<file path="src/verilog/serial_channel_consts.vh">
/*
 * Register offsets, field positions, reset values and bit timing of one
 * serial channel. Assumes a 12-bit APB byte address; every register is one
 * aligned 32-bit word with its data in the low byte.
 */
`ifndef SERIAL_CHANNEL_CONSTS_VH
`define SERIAL_CHANNEL_CONSTS_VH

// ----------------------------------------------------------------------
// Register byte offsets
// ----------------------------------------------------------------------
`define SC_OFS_FMT    12'h000
`define SC_OFS_DIV    12'h004
`define SC_OFS_CTRL   12'h008
`define SC_OFS_TXH    12'h00C
`define SC_OFS_STAT   12'h010
`define SC_OFS_RXH    12'h014

// ----------------------------------------------------------------------
// Frame format fields
// ----------------------------------------------------------------------
`define SC_FMT_SYNC   7
`define SC_FMT_LEN7   6
`define SC_FMT_PAR    5
`define SC_FMT_ODD    4
`define SC_FMT_STOP2  3
`define SC_FMT_MULT   2
`define SC_FMT_CKSHI  1
`define SC_FMT_CKSLO  0

// ----------------------------------------------------------------------
// Control fields
// ----------------------------------------------------------------------
`define SC_CTRL_TXEN  0
`define SC_CTRL_RXEN  1
`define SC_CTRL_CARD  2
`define SC_CTRL_MPBT  3

// ----------------------------------------------------------------------
// Status fields
// ----------------------------------------------------------------------
`define SC_ST_TXE     0
`define SC_ST_RXF     1
`define SC_ST_PER     2
`define SC_ST_ORER    3
`define SC_ST_FER     4
`define SC_ST_PIN     5
`define SC_ST_TEND    6
`define SC_ST_MPB     7

// ----------------------------------------------------------------------
// Reset values and bit timing (16 ticks per bit)
// ----------------------------------------------------------------------
`define SC_FMT_RST    8'h00
`define SC_DIV_RST    8'hFF
`define SC_CTRL_RST   8'h00
`define SC_TICK_LAST  4'hF
`define SC_TICK_MID   4'h7
`define SC_ERR_PHASE  4'h8

`endif

</file>
<file path="src/verilog/baud_tick_gen.v">
/*
 * Baud tick generator: prescaler of 1, 4, 16 or 64 followed by a
 * divide-by-(divisor+1) counter. Gives a one-cycle enable at 16x bit rate.
 * Assumes settings change only while the channel is idle.
 */
`timescale 1ns/10ps

module baud_tick_gen (
   // Clock and reset
   input  wire       clk_sys,
   input  wire       reset,
   // Settings
   input  wire [1:0] prescaleSel,
   input  wire [7:0] divisor,
   // Enable out
   output reg        tick
);

   reg  [5:0] preCnt_q;
   reg  [7:0] divCnt_q;
   reg        preEn;

   always @* begin
      case (prescaleSel)
         2'h0:    preEn = 1'b1;
         2'h1:    preEn = (preCnt_q[1:0] == 2'h3);
         2'h2:    preEn = (preCnt_q[3:0] == 4'hF);
         default: preEn = (preCnt_q == 6'h3F);
      endcase
   end

   always @(posedge clk_sys or posedge reset) begin
      if (reset) begin
         preCnt_q <= 6'h00;
         divCnt_q <= 8'h00;
         tick     <= 1'b0;
      end else begin
         preCnt_q <= preCnt_q + 6'h01;
         tick     <= 1'b0;
         if (preEn) begin
            if (divCnt_q >= divisor) begin
               divCnt_q <= 8'h00;
               tick     <= 1'b1;
            end else begin
               divCnt_q <= divCnt_q + 8'h01;
            end
         end
      end
   end

endmodule // baud_tick_gen

</file>
<file path="src/verilog/serial_async_sync_channel.v">
/*
 * One serial channel: asynchronous and clocked synchronous framing, double
 * buffered receiver and transmitter, frame format register, APB slave.
 * Assumes rxd is asynchronous to clk_sys; the far end honours framing.
 */
// Overview of operation
// - Shift in bits, copy byte to holding.
// - Receive holding is 8 bits, read only.
// - Receive shifter free right after transfer.
// - Empty transmit shifter loads holding, starts sending.
// - Waiting byte loads without gap between characters.
// - Shift registers not reachable from the bus.
// - Format bit 7 selects async or synchronous.
// - Format bit 6 selects 7 or 8 bits.
// - Synchronous mode always uses 8-bit characters.
// - Format bit 5 adds and checks parity.
// - Multiprocessor format disables parity entirely.
// - Format bit 4 selects even or odd.
// - Format bit 3 selects one or two stops.
// - Receiver checks only the first stop bit.
// - Low after first stop starts next character.
// - Async receive flags parity, overrun, framing errors.
// - Synchronous receive flags only overrun errors.
// - Receive pin level readable by software.
// - Card mode receiver drives error on parity.
// - Card mode transmitter retransmits on error signal.
// - Format bits 1:0 pick prescale 1/4/16/64.
// - Format bit 2 enables multiprocessor format.
`timescale 1ns/10ps
`include "serial_channel_consts.vh"

module serial_async_sync_channel (
   // Clock and reset
   input  wire        clk_sys,
   input  wire        reset,
   // APB slave
   input  wire        psel,
   input  wire        penable,
   input  wire        pwrite,
   input  wire [11:0] paddr,
   input  wire [31:0] pwdata,
   output reg  [31:0] prdata,
   output reg         pready,
   output reg         pslverr,
   // Serial pins
   input  wire        rxd,
   output reg         txd,
   output reg         sckOut,
   output reg         sckOe
);

   // ----------------------------------------------------------------------
   // States
   // ----------------------------------------------------------------------
   localparam [2:0] T_IDLE  = 3'h0;
   localparam [2:0] T_START = 3'h1;
   localparam [2:0] T_DATA  = 3'h2;
   localparam [2:0] T_PAR   = 3'h3;
   localparam [2:0] T_STOP  = 3'h4;
   localparam [2:0] T_GUARD = 3'h5;

   localparam [2:0] R_IDLE  = 3'h0;
   localparam [2:0] R_START = 3'h1;
   localparam [2:0] R_DATA  = 3'h2;
   localparam [2:0] R_PAR   = 3'h3;
   localparam [2:0] R_STOP  = 3'h4;
   localparam [2:0] R_ERR   = 3'h5;

   // ----------------------------------------------------------------------
   // Declarations
   // ----------------------------------------------------------------------
   reg  [7:0] fmt_q;
   reg  [7:0] divisor_q;
   reg  [7:0] ctrl_q;
   reg  [7:0] txHold_q;
   reg        txFull_q;
   reg  [7:0] rxHold_q;
   reg        rxFull_q;
   reg        parErr_q;
   reg        overrun_q;
   reg        framing_q;
   reg        mpbRx_q;
   reg        rxMeta_q;
   reg        rxPin_q;
   reg  [2:0] txState_q;
   reg  [3:0] txTick_q;
   reg  [3:0] txBit_q;
   reg  [7:0] txShift_q;
   reg  [7:0] txByte_q;
   reg        guardErr_q;
   reg  [2:0] rxState_q;
   reg  [3:0] rxTick_q;
   reg  [3:0] rxBit_q;
   reg  [7:0] rxShift_q;
   reg        rxParBit_q;
   reg        errDrive_q;
   reg        txLevel;
   reg  [7:0] rdMux;
   reg        rdHit;
   wire       tick;

   // ----------------------------------------------------------------------
   // Format decode
   // ----------------------------------------------------------------------
   wire       syncMode = fmt_q[`SC_FMT_SYNC];
   wire       cardMode = ctrl_q[`SC_CTRL_CARD];
   wire       sevenBit  = ~syncMode & ~cardMode & fmt_q[`SC_FMT_LEN7];
   wire       multiMode = ~syncMode & ~cardMode & fmt_q[`SC_FMT_MULT];
   wire       parOn     = ~syncMode & ~multiMode & (fmt_q[`SC_FMT_PAR] | cardMode);
   wire       oddPar   = fmt_q[`SC_FMT_ODD];
   wire       twoStop  = fmt_q[`SC_FMT_STOP2];
   wire       txEn     = ctrl_q[`SC_CTRL_TXEN];
   wire       rxEn     = ctrl_q[`SC_CTRL_RXEN];
   wire [3:0] lastBit  = sevenBit ? 4'h6 : 4'h7;

   // ----------------------------------------------------------------------
   // APB access decode
   // ----------------------------------------------------------------------
   wire       apbDone  = psel & penable & pready;
   wire       apbWr    = apbDone & pwrite;
   wire       rxRead   = apbDone & ~pwrite & (paddr == `SC_OFS_RXH);
   wire       txWrite  = apbWr & (paddr == `SC_OFS_TXH);
   wire       statWr   = apbWr & (paddr == `SC_OFS_STAT);
   wire       txEnd    = (txState_q == T_IDLE) & ~txFull_q;

   // ----------------------------------------------------------------------
   // Baud ticks
   // ----------------------------------------------------------------------
   baud_tick_gen u_baud (
      .clk_sys     (clk_sys),
      .reset       (reset),
      .prescaleSel (fmt_q[`SC_FMT_CKSHI:`SC_FMT_CKSLO]),
      .divisor     (divisor_q),
      .tick        (tick)
   );

   // ----------------------------------------------------------------------
   // Receive pin synchroniser
   // ----------------------------------------------------------------------
   always @(posedge clk_sys or posedge reset) begin
      if (reset) begin
         rxMeta_q <= 1'b1;
         rxPin_q  <= 1'b1;
      end else begin
         rxMeta_q <= rxd;
         rxPin_q  <= rxMeta_q;
      end
   end

   // ----------------------------------------------------------------------
   // Transmitter
   // ----------------------------------------------------------------------
   wire txBitEnd   = tick & (txTick_q == `SC_TICK_LAST);
   wire txParity   = ^(txByte_q & (sevenBit ? 8'h7F : 8'hFF)) ^ oddPar;
   wire txFrameEnd = txBitEnd & (
                     ((txState_q == T_DATA) & syncMode & (txBit_q == 4'h7)) |
                     ((txState_q == T_STOP) & ~cardMode & (~twoStop | txBit_q[0])) |
                     ((txState_q == T_GUARD) & ~guardErr_q));
   wire txRetry    = txBitEnd & (txState_q == T_GUARD) & guardErr_q;
   // Next byte goes straight in as the frame ends, so no idle bit appears
   wire txLoad     = txEn & txFull_q & ((txState_q == T_IDLE) | txFrameEnd);

   always @* begin
      case (txState_q)
         T_START: txLevel = 1'b0;
         T_DATA:  txLevel = txShift_q[0];
         T_PAR:   txLevel = multiMode ? ctrl_q[`SC_CTRL_MPBT] : txParity;
         default: txLevel = 1'b1;
      endcase
   end

   always @(posedge clk_sys or posedge reset) begin
      if (reset) begin
         txState_q  <= T_IDLE;
         txTick_q   <= 4'h0;
         txBit_q    <= 4'h0;
         txShift_q  <= 8'h00;
         txByte_q   <= 8'h00;
         guardErr_q <= 1'b0;
      end else begin
         if (tick) begin
            txTick_q <= txTick_q + 4'h1;
         end
         if (txLoad | txRetry) begin
            txShift_q  <= txLoad ? txHold_q : txByte_q;
            txTick_q   <= 4'h0;
            txBit_q    <= 4'h0;
            guardErr_q <= 1'b0;
            txState_q  <= syncMode ? T_DATA : T_START;
            if (txLoad) begin
               txByte_q <= txHold_q;
            end
         end else if (txFrameEnd) begin
            txState_q <= T_IDLE;
         end else if (txBitEnd) begin
            case (txState_q)
               T_START: begin
                  txState_q <= T_DATA;
               end
               T_DATA: begin
                  txShift_q <= {1'b0, txShift_q[7:1]};
                  txBit_q   <= txBit_q + 4'h1;
                  if (txBit_q == lastBit) begin
                     txBit_q   <= 4'h0;
                     txState_q <= (parOn | multiMode) ? T_PAR : T_STOP;
                  end
               end
               T_PAR: begin
                  txState_q <= T_STOP;
               end
               T_STOP: begin
                  if (cardMode) begin
                     txState_q <= T_GUARD;
                  end else begin
                     txBit_q <= 4'h1;
                  end
               end
               default: begin
                  txState_q <= T_IDLE;
               end
            endcase
         end
         // Error signal from the card is sampled mid guard bit
         if ((txState_q == T_GUARD) & tick & (txTick_q == `SC_TICK_MID) & ~rxPin_q) begin
            guardErr_q <= 1'b1;
         end
      end
   end

   // ----------------------------------------------------------------------
   // Receiver
   // ----------------------------------------------------------------------
   wire       rxSamp     = tick & (rxTick_q == `SC_TICK_LAST);
   // Synchronous data is sampled just before our own clock rises
   wire       syncStrobe = syncMode & (txState_q == T_DATA) & tick & (txTick_q == `SC_TICK_MID);
   wire       asyncDone  = (rxState_q == R_STOP) & rxSamp;
   wire       syncDone   = rxEn & syncStrobe & (rxBit_q == 4'h7) & (rxState_q == R_IDLE);
   wire       rxDone     = asyncDone | syncDone;
   wire [7:0] rxWord     = syncMode ? {rxPin_q, rxShift_q[7:1]} :
                           (sevenBit ? {1'b0, rxShift_q[7:1]} : rxShift_q);
   wire       parBad     = parOn & (^rxWord ^ rxParBit_q ^ oddPar);

   always @(posedge clk_sys or posedge reset) begin
      if (reset) begin
         rxState_q  <= R_IDLE;
         rxTick_q   <= 4'h0;
         rxBit_q    <= 4'h0;
         rxShift_q  <= 8'h00;
         rxParBit_q <= 1'b0;
         errDrive_q <= 1'b0;
      end else begin
         if (tick) begin
            rxTick_q <= rxTick_q + 4'h1;
         end
         errDrive_q <= (rxState_q == R_ERR) & rxBit_q[0];
         case (rxState_q)
            R_IDLE: begin
               if (rxEn & ~syncMode & ~rxPin_q) begin
                  rxState_q <= R_START;
                  rxTick_q  <= 4'h0;
               end
               if (~syncMode | ~rxEn) begin
                  rxBit_q <= 4'h0;
               end else if (syncStrobe) begin
                  rxShift_q <= {rxPin_q, rxShift_q[7:1]};
                  rxBit_q   <= (rxBit_q == 4'h7) ? 4'h0 : rxBit_q + 4'h1;
               end
            end
            R_START: begin
               if (tick & (rxTick_q == `SC_TICK_MID)) begin
                  // A start bit gone by mid bit was a glitch
                  rxState_q <= rxPin_q ? R_IDLE : R_DATA;
                  rxTick_q  <= 4'h0;
                  rxBit_q   <= 4'h0;
               end
            end
            R_DATA: begin
               if (rxSamp) begin
                  rxShift_q <= {rxPin_q, rxShift_q[7:1]};
                  rxBit_q   <= rxBit_q + 4'h1;
                  if (rxBit_q == lastBit) begin
                     rxState_q <= (parOn | multiMode) ? R_PAR : R_STOP;
                  end
               end
            end
            R_PAR: begin
               if (rxSamp) begin
                  rxParBit_q <= rxPin_q;
                  rxState_q  <= R_STOP;
               end
            end
            R_STOP: begin
               if (rxSamp) begin
                  // Only the first stop is looked at; idle hunts for next start
                  rxState_q <= (cardMode & parBad) ? R_ERR : R_IDLE;
                  rxTick_q  <= `SC_ERR_PHASE;
                  rxBit_q   <= 4'h0;
               end
            end
            R_ERR: begin
               if (rxSamp) begin
                  rxBit_q <= 4'h1;
                  if (rxBit_q[0]) begin
                     rxState_q <= R_IDLE;
                  end
               end
            end
            default: begin
               rxState_q <= R_IDLE;
            end
         endcase
      end
   end

   // ----------------------------------------------------------------------
   // Registers and flags
   // ----------------------------------------------------------------------
   always @(posedge clk_sys or posedge reset) begin
      if (reset) begin
         fmt_q     <= `SC_FMT_RST;
         divisor_q <= `SC_DIV_RST;
         ctrl_q    <= `SC_CTRL_RST;
         txHold_q  <= 8'h00;
         txFull_q  <= 1'b0;
         rxHold_q  <= 8'h00;
         rxFull_q  <= 1'b0;
         parErr_q  <= 1'b0;
         overrun_q <= 1'b0;
         framing_q <= 1'b0;
         mpbRx_q   <= 1'b0;
      end else begin
         if (apbWr & (paddr == `SC_OFS_FMT)) begin
            fmt_q <= pwdata[7:0];
         end
         if (apbWr & (paddr == `SC_OFS_DIV)) begin
            divisor_q <= pwdata[7:0];
         end
         if (apbWr & (paddr == `SC_OFS_CTRL)) begin
            ctrl_q <= {4'h0, pwdata[3:0]};
         end
         // A write always refills; it wins over the shifter's load
         if (txWrite) begin
            txHold_q <= pwdata[7:0];
            txFull_q <= 1'b1;
         end else if (txLoad) begin
            txFull_q <= 1'b0;
         end
         if (statWr) begin
            parErr_q  <= parErr_q & ~pwdata[`SC_ST_PER];
            overrun_q <= overrun_q & ~pwdata[`SC_ST_ORER];
            framing_q <= framing_q & ~pwdata[`SC_ST_FER];
         end
         if (rxRead) begin
            rxFull_q <= 1'b0;
         end
         if (rxDone) begin
            if (rxFull_q & ~rxRead) begin
               overrun_q <= 1'b1;
            end else begin
               rxHold_q <= rxWord;
               rxFull_q <= 1'b1;
               mpbRx_q  <= multiMode & rxParBit_q;
            end
         end
         if (asyncDone & ~rxPin_q) begin
            framing_q <= 1'b1;
         end
         if (asyncDone & parBad) begin
            parErr_q <= 1'b1;
         end
      end
   end

   // ----------------------------------------------------------------------
   // APB read mux; shifters have no address
   // ----------------------------------------------------------------------
   always @* begin
      rdHit = 1'b1;
      case (paddr)
         `SC_OFS_FMT:  rdMux = fmt_q;
         `SC_OFS_DIV:  rdMux = divisor_q;
         `SC_OFS_CTRL: rdMux = ctrl_q;
         `SC_OFS_TXH:  rdMux = txHold_q;
         `SC_OFS_STAT: rdMux = {mpbRx_q, txEnd, rxPin_q, framing_q,
                                overrun_q, parErr_q, rxFull_q, ~txFull_q};
         `SC_OFS_RXH:  rdMux = rxHold_q;
         default: begin
            rdMux = 8'h00;
            rdHit = 1'b0;
         end
      endcase
   end

   // ----------------------------------------------------------------------
   // Bus and pin outputs, all registered
   // ----------------------------------------------------------------------
   always @(posedge clk_sys or posedge reset) begin
      if (reset) begin
         prdata  <= 32'h0000_0000;
         pready  <= 1'b0;
         pslverr <= 1'b0;
         txd     <= 1'b1;
         sckOut  <= 1'b1;
         sckOe   <= 1'b0;
      end else begin
         // One wait state: answer comes in the second access cycle
         pready <= psel & penable & ~pready;
         if (psel & penable & ~pready) begin
            prdata  <= {24'h00_0000, rdMux};
            pslverr <= ~rdHit;
         end
         txd    <= txLevel & ~errDrive_q;
         sckOut <= ~(syncMode & (txState_q == T_DATA)) | txTick_q[3];
         sckOe  <= syncMode;
      end
   end

endmodule // serial_async_sync_channel

</file>
<file path="config.mk">
export PLATFORM = sky130hd
export DESIGN_NAME = serial_async_sync_channel
export DESIGN_NICKNAME = d
export VERILOG_FILES = /design/src/verilog/baud_tick_gen.v /design/src/verilog/serial_async_sync_channel.v
export VERILOG_INCLUDE_DIRS = /design/src /design/src/verilog
export SDC_FILE = /design/constraint.sdc
export NUM_CORES = 1
export LEC_CHECK = 0
export BUFFER_PORTS_ARGS = -buffer_cell sky130_fd_sc_hd__buf_2
export CORE_MARGIN = 10
export CORE_UTILIZATION = 45
export DETAILED_ROUTE_END_ITERATION = 8
export GPL_TIMING_DRIVEN = 0
export PLACE_DENSITY_LB_ADDON = 0.1
export RECOVER_POWER = 50
export SETUP_SLACK_MARGIN = 0.4
export SYNTH_ARGS = -nofsm -noshare
export SYNTH_HDL_FRONTEND = slang
export SYNTH_HIERARCHICAL = 1
export SYNTH_SLANG_ARGS = --single-unit
</file>
<file path="constraint.sdc">
create_clock -name clk_sys -period 3.8 [get_ports clk_sys]
set_input_delay 0.19 -clock clk_sys [delete_from_list [all_inputs] [get_ports clk_sys]]
set_output_delay 0.19 -clock clk_sys [all_outputs]
set_load 0.1 [all_outputs]
</file>
==> results.sh, run 1 <==
export IMPL_status="finished with violations"
export IMPL_insertedDiodeCount=0
export IMPL_max_stage_delay_ns=0.58
export IMPL_grt_max_degree=57
export IMPL_cp_required_ns=4.09
export IMPL_wire_per_inst_um=17.7
export IMPL_cts_resized=0
export IMPL_dr_wl_met3_um=603
export IMPL_synth_cell_types=81
export IMPL_drt_met1_wl_um=7570
export IMPL_postLayoutCellArea_mm2=0.00804
export IMPL_fin_nets=793
export IMPL_rsz0062_at_grt="false"
export IMPL_pwr_share_seq=0.416
export IMPL_clk_path_buf_depth=2
export IMPL_rows=45
export IMPL_netlist_area_leader_share=0.396
export IMPL_cp_start_kind="flip-flop"
export IMPL_final_layout_size_suffix_gt1_frac=0.271
export IMPL_critical_path_class="reg2reg"
export IMPL_fmax_mhz=393
export IMPL_rrSetupSlack_ns=1.26
export IMPL_p_sw_frac=0.250
export IMPL_vias_per_cell=5.49
export IMPL_die_width_um=144
export IMPL_timing_hold_ws_ns=0.0359
export IMPL_grt_pass1_vias=5148
export IMPL_endpoint_kind="flip-flop"
export IMPL_hold_path_class="in2reg"
export IMPL_power_frac_comb=0.081
export IMPL_ff2ff_path_depth=6
export IMPL_path_max_fanout=10
export IMPL_maxSlewHeadroom=-0.545
export IMPL_netlist_area_mm2=0.00689
export IMPL_setup_viol=0
export IMPL_rr_endpoint="rxBit_q[1]"
export IMPL_syn_to_final_growth_pct=16.7
export IMPL_place_area_mm2=0.00743
export IMPL_start_util=0.457
export IMPL_power_density_mw_per_mm2=409
export IMPL_cts_root_buf="clkbuf_16"
export IMPL_route_met2_wl_um=7950
export IMPL_yosysWarnings=6
export IMPL_async_flop_share=1.00
export IMPL_internal_power_mw=2.46
export IMPL_cts_sinks=121
export IMPL_synth_seq_cells=121
export IMPL_wl_um=16400
export IMPL_gp_congestion=0.857
export IMPL_nFillCells=1335
export IMPL_power_frac_clock=0.504
export IMPL_slew_viol_final=51
export IMPL_grt_pass1_wl_um=27000
export IMPL_cts_tree="built"
export IMPL_netlist_instances=647
export IMPL_dpl_worst_slack_ns=1.32
export IMPL_slowest_stage="nor3b_1"
export IMPL_dieArea_mm2=0.0207
export IMPL_p_sw_uw=821
export IMPL_vias=5109
export IMPL_drc=0
export IMPL_synth_edf_count=0
export IMPL_port_buffers=37
export IMPL_violations="capacitance limit, slew limit"
export IMPL_topRoutingLayerUsed="met4"
export IMPL_clk_latency_ns=0.42
export IMPL_post_dp_hpwl_um=12300
export IMPL_antenna_found_initial=0
export IMPL_ios=87
export IMPL_synth_area_leader_cell="dfrtp_1"
export IMPL_path_clk_slew_ns=0.06
export IMPL_gr_total_overflow=0
export IMPL_hold_violations=0
export IMPL_htreeDepth=4
export IMPL_core_area_mm2=0.0151
export IMPL_skew_ns=0.0150
export IMPL_worstMarginPinSlew_ns=2.30
export IMPL_setup_ws_ns=1.26
export IMPL_syn_avg_cell_area_um2=10.6
export IMPL_drv_cap=1
export IMPL_reg2reg_from="txState_q[1]"
export IMPL_synthFlopType="dfrtp_1"
export IMPL_fin_crit_sh=0.669
export IMPL_crit_path_start="txState_q[1]"
export IMPL_numCtsBuffers=17
export IMPL_fin_crit_ns=2.54
export IMPL_yosys_top_cells_area="dfrtp_1 40%, mux2_2 7.8%, dfstp_2 4.6%"
export IMPL_cp_endpoint="rxBit_q[1]"
export IMPL_path_cells="buf_6 -> nor3b_1 -> a311oi_1 -> a2111oi_2 -> or2_4 -> mux2_4"
export IMPL_worst_path_buf_inv=1
export IMPL_antenna_left=0
export IMPL_dieHeight_um=144
export IMPL_cp_arrival_ns=2.84
export IMPL_first_pass_iters=5
export IMPL_track_usage=0.167
export IMPL_regArea_mm2=0.00304
export IMPL_cp_depth=6
export IMPL_power_leakage_nw=3.79
export IMPL_ir_drop_mv=0.346
export IMPL_drtIter0Drc=366
export IMPL_cp_top_family="simple AND/OR/NAND/NOR gates"
export IMPL_ys_seq_area_frac=0.442
export IMPL_multiInputGateArea_mm2=0.00349
==> how the worst min path moves through the flow <==
| stage | start | to | slack (ns) | cells past startpoint |
|---|---|---|---|---|
| after floorplan | reset | u_baud/divCnt_q[0] | 0.09 | 1 |
| after global placement | reset | u_baud/preCnt_q[2] | 0.27 | 2 |
| after detailed placement | rxd | rxMeta_q | 0.30 | 1 |
| after CTS | pwdata[5] | txHold_q[5] | 0.03 | 2 |
| after global routing | pwdata[5] | txHold_q[5] | 0.03 | 2 |
| final | pwdata[5] | txHold_q[5] | 0.04 | 2 |
==> worst reg2reg max path, stage by stage (launching register included) <==
cell and delay (ns):
dfrtp_1 0.42, buf_6 0.16, nor3b_1 0.58, a311oi_1 0.23, a2111oi_2 0.50, or2_4 0.23
mux2_4 0.29
==> cells by family (layout without fill, tap and decap cells) <==
| family | after synthesis | after routing | share of synthesized area |
|---|---|---|---|
| AOI/OAI and AO/OA | 126 | 126 | 0.134 |
| xor gates and xnor gates | 25 | 25 | 0.0378 |
| adders and majority gates | 14 | 14 | 0.0254 |
| buffers and inverters | 79 | 151 | 0.0632 |
| DFF | 121 | 121 | 0.442 |
| muxes | 69 | 69 | 0.124 |
| other | 1 | 24 | 0.000544 |
| and+or+nand+nor | 212 | 212 | 0.173 |
==> synthesized netlist by cell type, types with 3 or more instances <==
cell         n
dfrtp_1    109
nand2_1     51
nor2_1      51
mux2_2      48
inv_1       29
o21ai_0     29
buf_4       25
nor2b_1     17
a21oi_1     16
nand3_1     15
ha_1        14
xnor2_1     14
clkbuf_1    13
dfstp_2     12
o31ai_1     12
mux2_4      11
nor3_1      11
nand4_1     10
a211oi_1     9
xor2_1       8
and3_1       7
a22o_1       6
buf_2        6
mux2i_1      6
a31oi_1      5
buf_6        5
nand2b_1     5
nor3b_1      5
a221o_1      4
a2bb2oi_1    4
and2_1       4
mux4_2       4
nand3b_1     4
nand4b_1     4
o22ai_1      4
a21o_1       3
a221oi_1     3
a222oi_1     3
a22oi_1      3
o21bai_1     3
o2bb2ai_1    3
or2_2        3
xnor3_1      3
==> layout by cell type (no fill, tap or decap), types with 4 or more instances in the layout <==
cell type and instances:
a211oi_1 9, a21oi_1 16, a221o_1 4, a22o_1 6, a2bb2oi_1 4, a31oi_1 5, and2_1 4, and3_1 7
buf_2 42, buf_4 25, buf_6 5, clkbuf_1 17, clkbuf_16 17, conb_1 24, dfrtp_1 109, dfstp_2 12
ha_1 14, inv_1 28, mux2_2 48, mux2_4 11, mux2i_1 6, mux4_2 4, nand2_1 51, nand2b_1 5
nand3_1 15, nand3b_1 4, nand4_1 10, nand4b_1 4, nor2_1 51, nor2b_1 17, nor3_1 11, nor3b_1 6
o21ai_0 29, o22ai_1 4, o31ai_1 12, xnor2_1 14, xor2_1 8
==> flip-flops by register name, summed over array words and instances (netlist names), 3 cells and up <==
name             cells
rxState_q            3
ctrl_q               4
txHold_q             8
u_baud/divCnt_q      8
fmt_q                8
rxTick_q             4
rxBit_q              4
txShift_q            8
txTick_q             4
divisor_q            8
txState_q            3
txByte_q             8
rxHold_q             8
rxShift_q            8
txBit_q              4
prdata               8
u_baud/preCnt_q      6
==> cell type report <==
type	instances	area share
Multi-Input combinational cell	470	0.434
Sequential cell	121	0.378
Clock buffer	22	0.0577
Buffer	50	0.0406
Tap cell	188	0.0293
Timing Repair Buffer	40	0.0288
Clock inverter	10	0.0179
Inverter	29	0.0137
==> per-stage QoR <==
step	setup TNS, ns	total power, mW	util	std cells
after floorplan	0	1.59	-	670
after global placement	-45.75	1.64	0.490	895
after detailed placement	0	1.65	0.492	896
after CTS	0	3.32	0.534	930
after global routing	0	3.42	0.533	930
final	0	3.29	0.533	930
==> per-layer routing <==
metal	GRT usage	up-vias
li1	-	2459
met1	0.220	2546
met2	0.259	76
met3	0.0432	28
met4	0.0570	0
met5	0	-
==> power by group through the flow <==
stage               clock network (mW)  logic (mW)  registers [mW]
floorplan                            0       0.212            1.38
global placement                     0       0.257            1.39
detailed placement                   0       0.266            1.39
CTS                               1.69       0.268            1.37
global route                      1.75       0.293            1.37
finish                            1.65       0.266            1.37
==> timing repair <==
action | 4_1_cts | 5_1_grt
buffers inserted | 0 | 0
hold buffers | 2 | 0
endpoints found under the setup margin | 0 | 0
endpoints found under the hold margin | 60 | 0
Note: power is estimated with default switching activity, not from simulation.
==> inputs of run 2 (changes only) <==
Clock period 3.8 ns to 2.4 ns, I/O delays scaled along.
==> run 2 against run 1 <==
Compared with the run above: the flow still finishes with violations (capacitance limit, slew limit); fmax increased by 23%; final cell count increased by 3.9%; highest routed layer unchanged; sequential power increased by 59%; setup slack got worse by 0.92 ns; routed wire length increased by 8.2%; die area unchanged; clock power increased by 54%; via count increased by 4.7%; combinational power increased by 67%; clock skew decreased by 0.0020 ns; non-clock buffer count increased by 36.
==> results.sh, run 2 (same netlist as run 1, synthesis figures left out) <==
export IMPL_status="finished with violations"
export IMPL_violations="capacitance limit, slew limit"
export IMPL_layout_common_cells="105 x dfrtp_1, 53 x buf_4, 48 x nor2_1, 48 x mux2_2, 45 x nand2_1"
export IMPL_pwr_share_seq=0.422
export IMPL_gp_congestion=0.880
export IMPL_track_usage=0.177
export IMPL_wl_um=17800
export IMPL_cp_arrival_ns=2.39
export IMPL_drc=0
export IMPL_layout_commonest_cell="dfrtp_1"
export IMPL_first_pass_iters=5
export IMPL_syn_to_final_growth_pct=25.6
export IMPL_nFillCells=1298
export IMPL_worstMarginPinSlew_ns=1.68
export IMPL_max_stage_delay_ns=0.53
export IMPL_rr_endpoint="u_baud/divCnt_q[7]"
export IMPL_grt_max_degree=43
export IMPL_setup_viol=0
export IMPL_layout_cells_non_filler=966
export IMPL_power_density_mw_per_mm2=596
export IMPL_internal_power_mw=3.83
export IMPL_fin_crit_sh=0.858
export IMPL_drv_cap=1
export IMPL_power_frac_comb=0.086
export IMPL_cp_top_family="compound AO/OA/AOI/OAI gates"
export IMPL_path_max_fanout=5
export IMPL_wire_per_inst_um=18.4
export IMPL_fin_nets=829
export IMPL_vias=5351
export IMPL_hold_violations=0
export IMPL_power_frac_clock=0.492
export IMPL_hold_path_class="in2reg"
export IMPL_ir_drop_mv=0.556
export IMPL_path_cells="inv_1 -> ha_2 -> a211o_1 -> a31oi_4 -> o311ai_4 -> or4_1 -> o221ai_1"
export IMPL_numCtsBuffers=17
export IMPL_hold_path_depth=2
export IMPL_dieHeight_um=144
export IMPL_cts_root_buf="clkbuf_16"
export IMPL_antenna_found_initial=0
export IMPL_drtIter0Drc=262
export IMPL_power_leakage_nw=4.04
export IMPL_rrSetupSlack_ns=0.34
export IMPL_crit_path_start="divisor_q[1]"
export IMPL_skew_ns=0.0129
export IMPL_final_layout_size_suffix_gt1_frac=0.361
export IMPL_hold_end="divisor_q[4]"
export IMPL_antenna_left=0
export IMPL_cp_start_kind="flip-flop"
export IMPL_maxSlewHeadroom=-0.128
export IMPL_rsz0062_at_grt="true"
export IMPL_fin_crit_ns=2.06
export IMPL_port_buffers=37
export IMPL_vias_per_cell=5.54
export IMPL_fmax_mhz=485
export IMPL_slew_viol_final=33
export IMPL_gr_total_overflow=0
export IMPL_core_area_mm2=0.0151
export IMPL_start_util=0.457
export IMPL_insertedDiodeCount=0
export IMPL_cts_tree="built"
export IMPL_grt_pass1_vias=5454
export IMPL_slowest_stage="dfstp_2"
export IMPL_cp_required_ns=2.73
export IMPL_clk_latency_ns=0.42
export IMPL_critical_path_class="reg2reg"
export IMPL_die_width_um=144
export IMPL_place_inst=897
export IMPL_fin_setup_tns_ns=0
export IMPL_clk_path_buf_depth=2
export IMPL_dieArea_mm2=0.0207
export IMPL_grt_pass1_wl_um=28700
export IMPL_p_sw_frac=0.258
export IMPL_hold_path_startpoint="pwdata[4]"
export IMPL_rows=45
export IMPL_p_sw_mw=1.33
export IMPL_endpoint_kind="flip-flop"
export IMPL_reg2reg_from="divisor_q[1]"
export IMPL_worst_path_buf_inv=1
export IMPL_ios=87
export IMPL_post_dp_hpwl_um=12600
export IMPL_htreeDepth=4
export IMPL_cts_sinks=121
export IMPL_ff2ff_path_depth=7
export IMPL_path_clk_slew_ns=0.06
## run 2: changes by cell type in the layout (fill, tap and decap cells not counted), sizes merged
cell         previous run  this run
buf                    74       104
dlygate4sd3             2         7
clkinvlp                4         6
bufinv                  3         2
## run 2: what timing repair did
item | in CTS | in global routing
hold buffers | 7 | 0
setup buffers | 19 | 10
hold endpoints to repair | 59 | 0
pin swaps | 7 | 13
gates resized for setup | 29 | 53
cloned | 1 | 0
setup endpoints to repair | 53 | 52
## run 2: worst reg2reg max path, stage by stage (launching register included)
cell and delay (ns):
dfstp_2 0.53, inv_1 0.05, ha_2 0.17, a211o_1 0.32
a31oi_4 0.17, o311ai_4 0.15, or4_1 0.42, o221ai_1 0.16
## run 2: worst max-delay path by stage
stage                               to  slack (ns)  depth (start not counted)
global route                rxBit_q[0]        0.28                          6
CTS                       txState_q[1]        0.35                          7
floorplan                 txState_q[1]        0.40                          7
detailed placement        txState_q[1]        0.11                          7
finish              u_baud/divCnt_q[7]        0.34                          7
global placement                pready        0.09                          2
## run 2: area by class of cell
| class | count | area (um2) | share of cell area |
|---|---|---|---|
| buffer | 50 | 364 | 0.0421 |
| sequential | 121 | 3050 | 0.352 |
| timing repair buffer | 76 | 529 | 0.0611 |
| inverter | 29 | 110 | 0.0127 |
| tap | 188 | 235 | 0.0272 |
| clock inverter | 11 | 121 | 0.0140 |
| multi-input combinational | 470 | 3780 | 0.436 |
| clock buffer | 21 | 470 | 0.0544 |
## run 2: stage by stage
stage / total power, mW / utilization / area [um2] / hold WS, ns / setup slack, ns
2_1_floorplan: 2.53 / - / 7010 / 0.0215 / 0.400
3_3_place_gp: 2.60 / 0.492 / 7430 / 0.223 / 0.0945
3_5_place_dp: 2.62 / 0.495 / 7470 / 0.226 / 0.111
4_1_cts: 5.20 / 0.558 / 8420 / 0.00438 / 0.346
5_1_grt: 5.37 / 0.574 / 8660 / 0.0124 / 0.277
6_report: 5.16 / 0.574 / 8660 / 0.00955 / 0.340
## run 2: layer usage
layer  GRT usage  up-vias  wire, um
li1            -     2521         -
met1       0.228     2687      7930
met2       0.278      116      8740
met3      0.0462       27       758
met4      0.0656        0       345
met5           0        -         0
## run 2: power by group through the flow
stage	sequential [mW]	clock, mW	combinational (mW)
after global routing	2.19	2.69	0.487
after detailed placement	2.20	0	0.423
after global placement	2.19	0	0.407
after CTS	2.17	2.60	0.438
final	2.18	2.54	0.444
after floorplan	2.19	0	0.336
